$ cat src/bps_pkg.sv
// package with timing constants and state types for the powerfail sequencer
package bps_pkg;
  localparam int unsigned CLK_HZ          = 40_000_000;
  localparam int unsigned POWERUP_US      = 50;
  localparam int unsigned POWERUP_CYC     = (POWERUP_US * (CLK_HZ / 1_000_000));
  localparam int unsigned PD_MAX_US       = 110;
  localparam int unsigned PD_MAX_CYC      = (PD_MAX_US * (CLK_HZ / 1_000_000));
  localparam int unsigned RST_MIN_NS      = 250;
  localparam int unsigned RST_MIN_CYC     = (RST_MIN_NS * 40 + 999) / 1000;
  localparam int unsigned COIL_STOP_CYC   = 16;
  localparam int unsigned CNT_W           = 13;
  localparam logic [1:0]  PHASE_RESET     = 2'h0;
  localparam logic        RESET_OUT_RST   = 1'b1;

  typedef enum logic [2:0] {
    BPS_OFF,
    BPS_POWERUP,
    BPS_RUN,
    BPS_COIL_STOP,
    BPS_HALTED
  } bps_state_t;
endpackage

$ cat src/bps_sync_if.sv
// interface carrying synchronised pin levels and their edges
`timescale 1ns/1ps
interface bps_sync_if;
  logic fail_n;
  logic fail_rise;
  logic fail_fall;
  logic ext_rst_n;
  logic ext_rst_fall;
  modport src (output fail_n, fail_rise, fail_fall, ext_rst_n, ext_rst_fall);
  modport dst (input fail_n, fail_rise, fail_fall, ext_rst_n, ext_rst_fall);
endinterface

$ cat src/bps_pin_sync.sv
// two-stage synchronisers and edge detectors for the supply and reset pins
`timescale 1ns/1ps
module bps_pin_sync
  import bps_pkg::*;
(
  // clock and reset
  input  wire logic sys_clk,
  input  wire logic arst_n,
  // raw pins
  input  wire logic supply_fail_n,
  input  wire logic ext_reset_n,
  // synchronised view
  bps_sync_if.src   sync
);
  logic [1:0] fail_sr;
  logic [1:0] rst_sr;
  logic       fail_d;
  logic       rst_d;

  // supply pin idles low at reset so a first rising supply edge is always seen; reset pin idles high
  always_ff @(posedge sys_clk or negedge arst_n) begin
    if (!arst_n) begin
      fail_sr <= 2'h0;
      rst_sr  <= 2'h3;
      fail_d  <= 1'b0;
      rst_d   <= 1'b1;
    end else begin
      fail_sr <= {fail_sr[0], supply_fail_n};
      rst_sr  <= {rst_sr[0], ext_reset_n};
      fail_d  <= fail_sr[1];
      rst_d   <= rst_sr[1];
    end
  end

  assign sync.fail_n       = fail_sr[1];
  assign sync.fail_rise    = fail_sr[1] & ~fail_d;
  assign sync.fail_fall    = ~fail_sr[1] & fail_d;
  assign sync.ext_rst_n    = rst_sr[1];
  assign sync.ext_rst_fall = ~rst_sr[1] & rst_d;
endmodule

$ cat src/bps_sequencer.sv
// power-up and power-down sequencer of the bubble controller
`timescale 1ns/1ps
// Overview of operation
// - the supply monitor holds supply_fail_n low while either supply is under about 92 percent.
// - supply_fail_n is not latched and follows every threshold crossing.
// - supply_fail_n is held low 2 msec past good supplies; its rising edge starts power-up.
// - support reset stays active through the 50 us power-up and drops when it ends.
// - a falling edge on supply_fail_n or on the external reset starts power-down, but only in BPS_RUN.
// - with coils running, coil drive stops at the proper phase in the same cycle that support reset asserts.
// - power-down lasts longer when the coils are rotating at its start.
// - if supply_fail_n returns high during a power-down that it started, that power-down is abandoned at once.
// - the external reset is sampled and latched and must be low for at least 250 ns.
// - an asserted external reset stops activity and holds support reset while it stays low.
module bps_sequencer
  import bps_pkg::*;
(
  // clock and reset
  input  wire logic       sys_clk,
  input  wire logic       arst_n,
  // supply monitor and system reset pins
  input  wire logic       supply_fail_n,
  input  wire logic       ext_reset_n,
  // host command side
  input  wire logic       abort_cmd,
  input  wire logic       coil_run_req,
  // coil drive
  output logic            coil_drive_en,
  output logic [1:0]      coil_phase,
  // support-circuit reset, open drain
  output logic            support_reset_out,
  output logic            support_reset_oe,
  // status
  output logic            powerup_busy,
  output logic            powerdown_busy,
  output logic            powerdown_abandoned
);
  bps_sync_if sync ();

  bps_pin_sync u_sync (
    .sys_clk       (sys_clk),
    .arst_n        (arst_n),
    .supply_fail_n (supply_fail_n),
    .ext_reset_n   (ext_reset_n),
    .sync          (sync)
  );

  ////////////////////////////////////////////////////////////////////////////
  bps_state_t       state;
  bps_state_t       next_state;
  logic [CNT_W-1:0] cnt;
  logic [CNT_W-1:0] next_cnt;
  logic             sup_rst;
  logic             next_sup_rst;
  logic             coil_en;
  logic             next_coil_en;
  logic [1:0]       phase;
  logic             rst_latched;
  logic             pd_by_fail;
  logic             next_pd_by_fail;
  logic             abandoned;

  // the pin is latched while low; release needs the synchronised level high
  always_ff @(posedge sys_clk or negedge arst_n) begin
    if (!arst_n) begin
      rst_latched <= 1'b0;
    end else begin
      rst_latched <= ~sync.ext_rst_n;
    end
  end

  wire pd_trigger   = sync.fail_fall | sync.ext_rst_fall;
  wire phase_home   = (phase == PHASE_RESET);
  wire cnt_done     = (cnt == '0);
  // a supply-edge power-down is cut short by the supply returning
  wire pd_abandon   = pd_by_fail & sync.fail_rise;
  wire [CNT_W-1:0] powerup_load = CNT_W'(POWERUP_CYC - 1);
  wire [CNT_W-1:0] stop_load    = CNT_W'(COIL_STOP_CYC - 1);

  ////////////////////////////////////////////////////////////////////////////
  always_comb begin
    next_state      = state;
    next_cnt        = cnt;
    next_sup_rst    = sup_rst;
    next_coil_en    = coil_en;
    next_pd_by_fail = pd_by_fail;
    unique case (state)
      BPS_OFF: begin
        next_sup_rst = 1'b1;
        next_coil_en = 1'b0;
        if (sync.fail_rise) begin
          next_state = BPS_POWERUP;
          next_cnt   = powerup_load;
        end
      end
      BPS_POWERUP: begin
        next_sup_rst = 1'b1;
        if (cnt_done) begin
          next_state   = BPS_RUN;
          // an active external reset keeps support reset asserted
          next_sup_rst = rst_latched;
        end else begin
          next_cnt = cnt - CNT_W'(1);
        end
      end
      BPS_RUN: begin
        next_coil_en = coil_run_req;
        if (abort_cmd && !rst_latched) begin
          next_sup_rst = 1'b0;
        end
        if (pd_trigger) begin
          next_pd_by_fail = sync.fail_fall;
          next_coil_en    = coil_en;
          if (coil_en) begin
            next_state = BPS_COIL_STOP;
            next_cnt   = stop_load;
          end else begin
            next_state   = BPS_HALTED;
            next_sup_rst = 1'b1;
          end
        end
      end
      BPS_COIL_STOP: begin
        // coils keep stepping until the home phase, then drive stops
        if (pd_abandon) begin
          // restart halts the coils where they stand; the phase may be lost
          next_state   = BPS_POWERUP;
          next_cnt     = powerup_load;
          next_coil_en = 1'b0;
          next_sup_rst = 1'b1;
        end else if (phase_home || cnt_done) begin
          next_coil_en = 1'b0;
          next_sup_rst = 1'b1;
          next_state   = BPS_HALTED;
        end else begin
          next_cnt = cnt - CNT_W'(1);
        end
      end
      BPS_HALTED: begin
        next_coil_en = 1'b0;
        next_sup_rst = 1'b1;
        if (pd_abandon) begin
          next_state = BPS_POWERUP;
          next_cnt   = powerup_load;
        end else if (!pd_by_fail && !rst_latched && sync.fail_n) begin
          // reset released: controller runs again, abort still needed
          next_state = BPS_RUN;
        end
      end
    endcase
    // external reset held low during power-up keeps support reset asserted
    if (rst_latched && (state == BPS_POWERUP)) begin
      next_sup_rst = 1'b1;
    end
  end

  ////////////////////////////////////////////////////////////////////////////
  always_ff @(posedge sys_clk or negedge arst_n) begin
    if (!arst_n) begin
      state      <= BPS_OFF;
      cnt        <= '0;
      sup_rst    <= RESET_OUT_RST;
      coil_en    <= 1'b0;
      pd_by_fail <= 1'b0;
    end else begin
      state      <= next_state;
      cnt        <= next_cnt;
      sup_rst    <= next_sup_rst;
      coil_en    <= next_coil_en;
      pd_by_fail <= next_pd_by_fail;
    end
  end

  // phase advances while coils run; stop lands on the home phase
  always_ff @(posedge sys_clk or negedge arst_n) begin
    if (!arst_n) begin
      phase     <= PHASE_RESET;
      abandoned <= 1'b0;
    end else begin
      if (coil_en && !(state == BPS_COIL_STOP && phase_home)) begin
        phase <= phase + 2'h1;
      end
      if (pd_abandon && (state == BPS_COIL_STOP || state == BPS_HALTED)) begin
        abandoned <= 1'b1;
      end else if (abort_cmd) begin
        abandoned <= 1'b0;
      end
    end
  end

  assign coil_drive_en       = coil_en;
  assign coil_phase          = phase;
  assign support_reset_out   = 1'b0;
  assign support_reset_oe    = sup_rst;
  assign powerup_busy        = (state == BPS_POWERUP) | (state == BPS_OFF);
  assign powerdown_busy      = (state == BPS_COIL_STOP);
  assign powerdown_abandoned = abandoned;
endmodule

$ cat config.mk
export PLATFORM = sky130hd
export DESIGN_NAME = bps_sequencer
export DESIGN_NICKNAME = d
export VERILOG_FILES = /design/src/bps_pkg.sv /design/src/bps_sync_if.sv /design/src/bps_pin_sync.sv /design/src/bps_sequencer.sv
export SDC_FILE = /design/constraint.sdc
export NUM_CORES = 1
export LEC_CHECK = 0
export ABC_AREA = 1
export BUFFER_PORTS_ARGS = -buffer_cell sky130_fd_sc_hd__buf_4
export CORE_ASPECT_RATIO = 1.4
export CORE_MARGIN = 4
export CORE_UTILIZATION = 35
export CTS_CLUSTER_SIZE = 10
export DETAILED_ROUTE_END_ITERATION = 7
export MAX_ROUTING_LAYER = met4
export PLACE_DENSITY = 0.65
export SLEW_MARGIN = 30
export SYNTH_ARGS = -nofsm -noshare
export SYNTH_HDL_FRONTEND = slang
export SYNTH_SLANG_ARGS = --single-unit
$ cat constraint.sdc
create_clock -name sys_clk -period 1.65 [get_ports sys_clk]
set_clock_uncertainty 0.05 [all_clocks]
set_input_delay 0.2475 -clock sys_clk [delete_from_list [all_inputs] [get_ports sys_clk]]
set_output_delay 0.2475 -clock sys_clk [all_outputs]
set_load 0.05 [all_outputs]
==> results of run 1 <==
==> cell type report <==
class                      instances  area, um^2
clock buffer                       8        80.1
fill                             497        2590
inverter                          29         109
multi-input combinational        176         938
sequential                        29         733
tap                               64        80.1
timing repair buffer              34         270
==> cell families (layout without fill, tap and decap cells) <==
| group | Yosys count | count (layout) | synth area share |
|---|---|---|---|
| buffers and inverters | 32 | 71 | 0.0783 |
| AND/OR/NAND/NOR | 148 | 148 | 0.386 |
| flip-flops | 29 | 29 | 0.423 |
| other | 1 | 1 | 0.00217 |
| adder cells (fa/ha/maj) | 2 | 2 | 0.0145 |
| AO/OA/AOI/OAI | 21 | 21 | 0.0761 |
| XOR/XNOR | 4 | 4 | 0.0203 |
==> sequential cells by signal (all words and copies together) (netlist names) <==
name,cells
coil_drive_en,1
u_sync.rst_sr,2
u_sync.rst_d,1
coil_phase,2
powerdown_abandoned,1
support_reset_oe,1
rst_latched,1
cnt,13
state,3
u_sync.fail_sr,2
u_sync.fail_d,1
pd_by_fail,1
==> what timing repair did <==
| item | 4_1_cts | 5_1_grt |
|---|---|---|
| pin swaps | 0 | 7 |
| hold buffers | 1 | 0 |
| resized for setup | 1 | 19 |
| buffers inserted | 0 | 2 |
| endpoints found under the setup margin | 8 | 18 |
| hold endpoints to repair | 25 | 0 |
==> where the power goes <==
group	switching (mW)	total [mW]	internal (mW)	leakage [nW]
Sequential	0.207	1.17	0.960	0.345
Combinational	1.60	2.58	0.974	0.750
Clock	0.258	0.557	0.299	0.0395
==> path summary, 6_finish.rpt <==
check / end / slack, ns
worst max register to register: cnt[9] / 0.08
worst max-delay path: cnt[9] / 0.08
worst min-delay path: u_sync.rst_sr[0] / 0.03
worst min register to register: u_sync.fail_sr[1] / 0.29
max in group asynchronous: u_sync.rst_sr[1] / 0.84
min in group asynchronous: coil_phase[1] / 0.38
==> cells in the mapped netlist <==
cell and number:
xnor2_1 1, nand2_1 80, or2_1 1, inv_2 2
or2_2 1, conb_1 1, o21ai_0 6, a21oi_1 5
nand2_2 1, a21oi_2 2, buf_6 1, nand4_1 2
o221ai_1 1, inv_1 27, nor2_2 3, xor2_1 3
nor3_1 1, a31oi_1 1, nand3_2 3, buf_4 2
nor2_4 4, dfrtp_1 25, dfstp_2 4, o31ai_1 2
nand3_1 17, o21ai_1 1, nand2_4 1, nand3b_1 3
o21bai_1 2, nor2_1 31, o2111ai_1 1, ha_1 2
==> through the flow <==
stage	area, um^2	TNS [ns]	hold WS [ns]	util
CTS	2140	0	0.0209	0.445
detailed placement	2040	-0.0358	0.146	0.425
finish	2210	0	0.0306	0.460
global placement	2040	0	0.144	0.425
global route	2210	-0.0585	0.00911	0.460
floorplan	1740	-0.0880	-0.0981	-
==> per-layer routing <==
metal	routed length (um)	part of all wire	up-vias
met5	0	0	-
met4	92	0.023	0
met3	119	0.029	8
met2	2210	0.55	25
met1	1620	0.40	770
li1	-	-	819
==> out/summary.txt, run 1 <==
Max Root-Sink Buffers - 2
Vias in the first global route - 1,621
Syn Nets - 245
Clk pin slew, worst setup/hold paths - 0.06 ns
Warnings, synthesis - 0
Met3 Use GR - 0.0260
Buffers on Ports - 12
Maxcap violations - 0
Core ar. - 4800 um^2
Post-Syn Instances - 237
WHS Path Cells - 1
Slowest-stage cell, CP - dfrtp_1
Critical Path End Type - register
Worst-case reg-to-reg path depth - 9
Pre-CTS setup slack - -0.0114 ns
Pre-Repair DR Iteration Count - 4
# setup viols final - 0
All-Layer GR Usage - 0.154
Gr ovfl total - 0
Grt peak-use layer - met2
Placed Instances - 329
Status - completed
Synth area leader - dfrtp_1
CTS tree - built
Pwr Total - 4.30 mW
Netlist cell types - 32
Max Fclk - 0.637 GHz
Setup WS post-layout - 0.0798 ns
Layout net count - 283
RSZ-0062 raised after global routing - true
CP peak stage delay - 0.42 ns
Antenna violations before repair - 0
WP data arrival - 1.69 ns
CP top delay family - simple AND/OR/NAND/NOR gates
Die Y - 91.1 um
Commonest non-fill, non-tap cell in the layout - nand2_1
Critical Path RT - 1.77 ns
Syn_area_per_cell - 7.29 um^2
CP bufs+invs - 1
Synth top area share - 0.362
Commonest non-fill, non-tap cells in the layout - 74 x nand2_1, 32 x buf_4, 25 x inv_1
Die X - 67.4 um
Fin. max-slew vios - 0
CTS H-tree lvls - 2
Total number of vias - 1,622
P_leak - 1.13 nW
Die area - 6140 um^2
R2R Path Start - cnt[7]
Drc violations - 0
Worst min path class - in2reg
Pwr Density - 1950 nW/um^2
Std-Cell Rows - 30
Min Tclk post-route - 1.57 ns
Mean routed wirelength per cell - 11.9 um
Fraction of layout cells with a size suffix above 1 - 0.293
Via density - 4.77
Critical-path cell list - nor2_1 -> nand2_2 -> nor2_2 -> nand2_2 -> a21oi_4 -> nor2_4 -> buf_12 -> nand2_1 -> nand2_1
DPL Wire Length - 3000 um
Top Ports - 14
ANT nets after route - 0
TritonCTS Buffers - 5
Final Cycle Share - 0.952
Largest net degree at the start of global routing - 30
Post-synthesis sequential area ratio - 0.423
Crit path from - cnt[7]
VDD IR max - 0.000501 V
Area contributors post-synth - dfrtp_1 36%, nand2_1 17%, nor2_1 6.7%, dfstp_2 6.1%, inv_1 5.9%
Drt total wl - 4040 um
DR iter-0 viols - 110
Clock root cell - clkbuf_8
Clock Latency Late Sink - 0.28 ns
Number of synthesized register bits - 29
GP Congestion - 0.883
# clock sinks - 29
Synthesis-to-finish area growth - 28.0%
M2 GR Usage - 0.266
# diodes - 0
Non-filler instance count after layout - 340
First-pass GRT wire length - 6990 um
Met1 Usage GRT - 0.166
Final Hold Fails - 0
Worst path depth - 9
Initial Util - 0.359
Critical Path Start Type - register
Cell area after synthesis - 1730 um^2
Hold wc startpoint - ext_reset_n
Largest fanout on the critical path - 14
Worst Setup Path Type - reg2reg
(Power assumes the default switching activity.)
==> run 2, diff against run 1 <==
--- a/config.mk
+++ b/config.mk
@@ -9,11 +9,11 @@
 export BUFFER_PORTS_ARGS = -buffer_cell sky130_fd_sc_hd__buf_4
 export CORE_ASPECT_RATIO = 1.4
 export CORE_MARGIN = 4
-export CORE_UTILIZATION = 35
+export CORE_UTILIZATION = 25
 export CTS_CLUSTER_SIZE = 10
 export DETAILED_ROUTE_END_ITERATION = 7
 export MAX_ROUTING_LAYER = met4
-export PLACE_DENSITY = 0.65
+export PLACE_DENSITY = 0.53
 export SLEW_MARGIN = 30
 export SYNTH_ARGS = -nofsm -noshare
 export SYNTH_HDL_FRONTEND = slang
==> run 2 against run 1 <==
Die area rose by 36%. Sequential share of layout area down 2.9 points. First-iteration DRC count down 55%. Combinational power increased by 14%. Count of clock-buffer cells in the layout fell by 1. Critical path type is now reg2out.
==> out/summary.txt, run 2 (synthesis gave the netlist of run 1 again) <==
Status - completed (unchanged)
Placed Instances - 363 (was 329)
Layout net count - 292 (was 283)
Initial Util - 0.259 (was 0.359)
Clk pin slew, worst setup/hold paths - 0.06 ns (about the same)
Final Hold Fails - 0 (unchanged)
Most flop-heavy register - cnt (unchanged)
ANT nets after route - 0 (unchanged)
Final Cycle Share - 0.960 (was 0.952)
VDD IR max - 0.000548 V (was 0.000501 V)
DPL Wire Length - 3150 um (was 3000 um)
Fraction of layout cells with a size suffix above 1 - 0.375 (was 0.293)
Fin. max-slew vios - 0 (unchanged)
Top Ports - 14 (unchanged)
Max Fclk - 0.631 GHz (was 0.637 GHz)
Total number of vias - 1,670 (was 1,622)
Pre-Repair DR Iteration Count - 4 (unchanged)
Drc violations - 0 (unchanged)
CTS H-tree lvls - 2 (unchanged)
Die X - 78.2 um (was 67.4 um)
First-pass GRT wire length - 7580 um (was 6990 um)
Final core utilization - 0.364 (was 0.460)
Max Root-Sink Buffers - 2 (unchanged)
RSZ-0062 raised after global routing - true (unchanged)
Register-to-Register Setup Slack - 0.08 ns (about the same)
GP Congestion - 0.857 (was 0.883)
Mean routed wirelength per cell - 11.8 um (was 11.9 um)
# clock sinks - 29 (unchanged)
All-Layer GR Usage - 0.119 (was 0.154)
Commonest non-fill, non-tap cells in the layout - 66 x nand2_1, 37 x buf_4, 24 x inv_1 (was 74 x nand2_1, 32 x buf_4, 25 x inv_1)
Antenna violations before repair - 0 (unchanged)
# setup viols final - 0 (unchanged)
Vias in the first global route - 1,659 (was 1,621)
Critical Path Start Type - register (unchanged)
DR iter-0 viols - 49 (was 110)
Gr ovfl total - 0 (unchanged)
Non-filler instance count after layout - 377 (was 340)
Pwr Density - 1960 nW/um^2 (was 1950 nW/um^2)
Worst Setup Path Type - reg2out (was reg2reg)
Clock Latency Late Sink - 0.28 ns (about the same)
Maxcap violations - 0 (unchanged)
Via density - 4.43 (was 4.77)
P_leak - 1.22 nW (was 1.13 nW)
Buffers on Ports - 12 (unchanged)
CTS tree - built (unchanged)
Drt total wl - 4430 um (was 4040 um)
Biggest registers after layout - cnt: 13 flops, state: 3 flops (unchanged)
WP data arrival - 1.29 ns (was 1.69 ns)
TritonCTS Buffers - 5 (unchanged)
Largest fanout on the critical path - 7 (was 14)
Die area - 8320 um^2 (was 6140 um^2)
Critical Path End Type - output port (was register)
Synthesis-to-finish area growth - 40.5% (was 28.0%)
Min Tclk post-route - 1.58 ns (was 1.57 ns)
Core ar. - 6660 um^2 (was 4800 um^2)
Pwr Total - 4.77 mW (was 4.30 mW)
Die Y - 106 um (was 91.1 um)
Max reg flops - 13 (unchanged)
Std-Cell Rows - 35 (was 30)
Clock root cell - clkbuf_8 (unchanged)
Critical Path RT - 1.35 ns (was 1.77 ns)
Largest net degree at the start of global routing - 30 (unchanged)
Pre-CTS setup slack - -0.0367 ns (was -0.0114 ns)
Setup WS post-layout - 0.0658 ns (was 0.0798 ns)
# diodes - 0 (unchanged)
Commonest non-fill, non-tap cell in the layout - nand2_1 (unchanged)
Worst min path class - in2reg (unchanged)
==> run 2: cell count changes in the layout (fill, tap and decap cells not counted), moves of 2 or more <==
cell,change
buf_6,+4
nor2_1,-4
clkbuf_1,-3
nand3_2,-2
buf_4,+5
nand2_1,-8
nor2_4,+4
nand2_4,+2
nand2_2,+6
nand3_4,+3
clkbuf_8,+2
==> run 2: report_power, final <==
group          leakage [nW]  switching (mW)  internal (mW)
clock network        0.0542           0.279          0.377
logic                 0.818            1.78           1.16
registers             0.345           0.218          0.959
total                  1.22            2.27           2.49
==> run 2: layer usage <==
metal	wire length, um	share of wire	vias up	global-route usage
met5	0	0	-	-
met4	157	0.035	0	0.0625
met3	167	0.038	14	0.0254
met2	2300	0.52	35	0.200
met1	1810	0.41	779	0.130
li1	-	-	842	-
==> run 2: timing repair <==
item                                    4_1_cts  5_1_grt
cloned                                        0        1
hold buffers                                  1        0
pin swaps                                     0       12
gates resized for setup                       1       47
endpoints found under the hold margin        25        0
endpoints found under the setup margin       12       18
setup buffers                                 0        5
==> run 2: final timing paths <==
check | start | end | depth (start not counted)
max | state[2] | powerdown_busy | 4
min | ext_reset_n | u_sync.rst_sr[0] | 1
max reg2reg | state[1] | cnt[1] | 10
min reg2reg | u_sync.rst_sr[0] | u_sync.rst_sr[1] | 0
max in group asynchronous | arst_n | u_sync.rst_sr[0] | 2
min in group asynchronous | arst_n | cnt[4] | 2
==> run 2: critical path, cell delays in order (launching register included) <==
cell	delay (ns)
dfrtp_2	0.49
inv_2	0.11
nand2_2	0.06
nor2_4	0.16
buf_6	0.18
==> run 2: final cells by class <==
type                       instances  area (um^2)
tap                               92          115
multi-input combinational        177         1030
fill                             730         4230
timing repair buffer              42          333
clock buffer                       7         96.3
inverter                          29          109
clock inverter                     1         5.00
sequential                        29          733
==> run 2: stage by stage <==
| stage | cell area, um^2 | setup TNS (ns) | hold slack (ns) |
|---|---|---|---|
| after CTS | 2240 | 0 | 0.0187 |
| after global routing | 2430 | -0.150 | 0.0193 |
| after global placement | 2120 | 0 | 0.157 |
| after floorplan | 1740 | -0.0880 | -0.0981 |
| after detailed placement | 2120 | -0.230 | 0.156 |
| final | 2430 | 0 | 0.0275 |
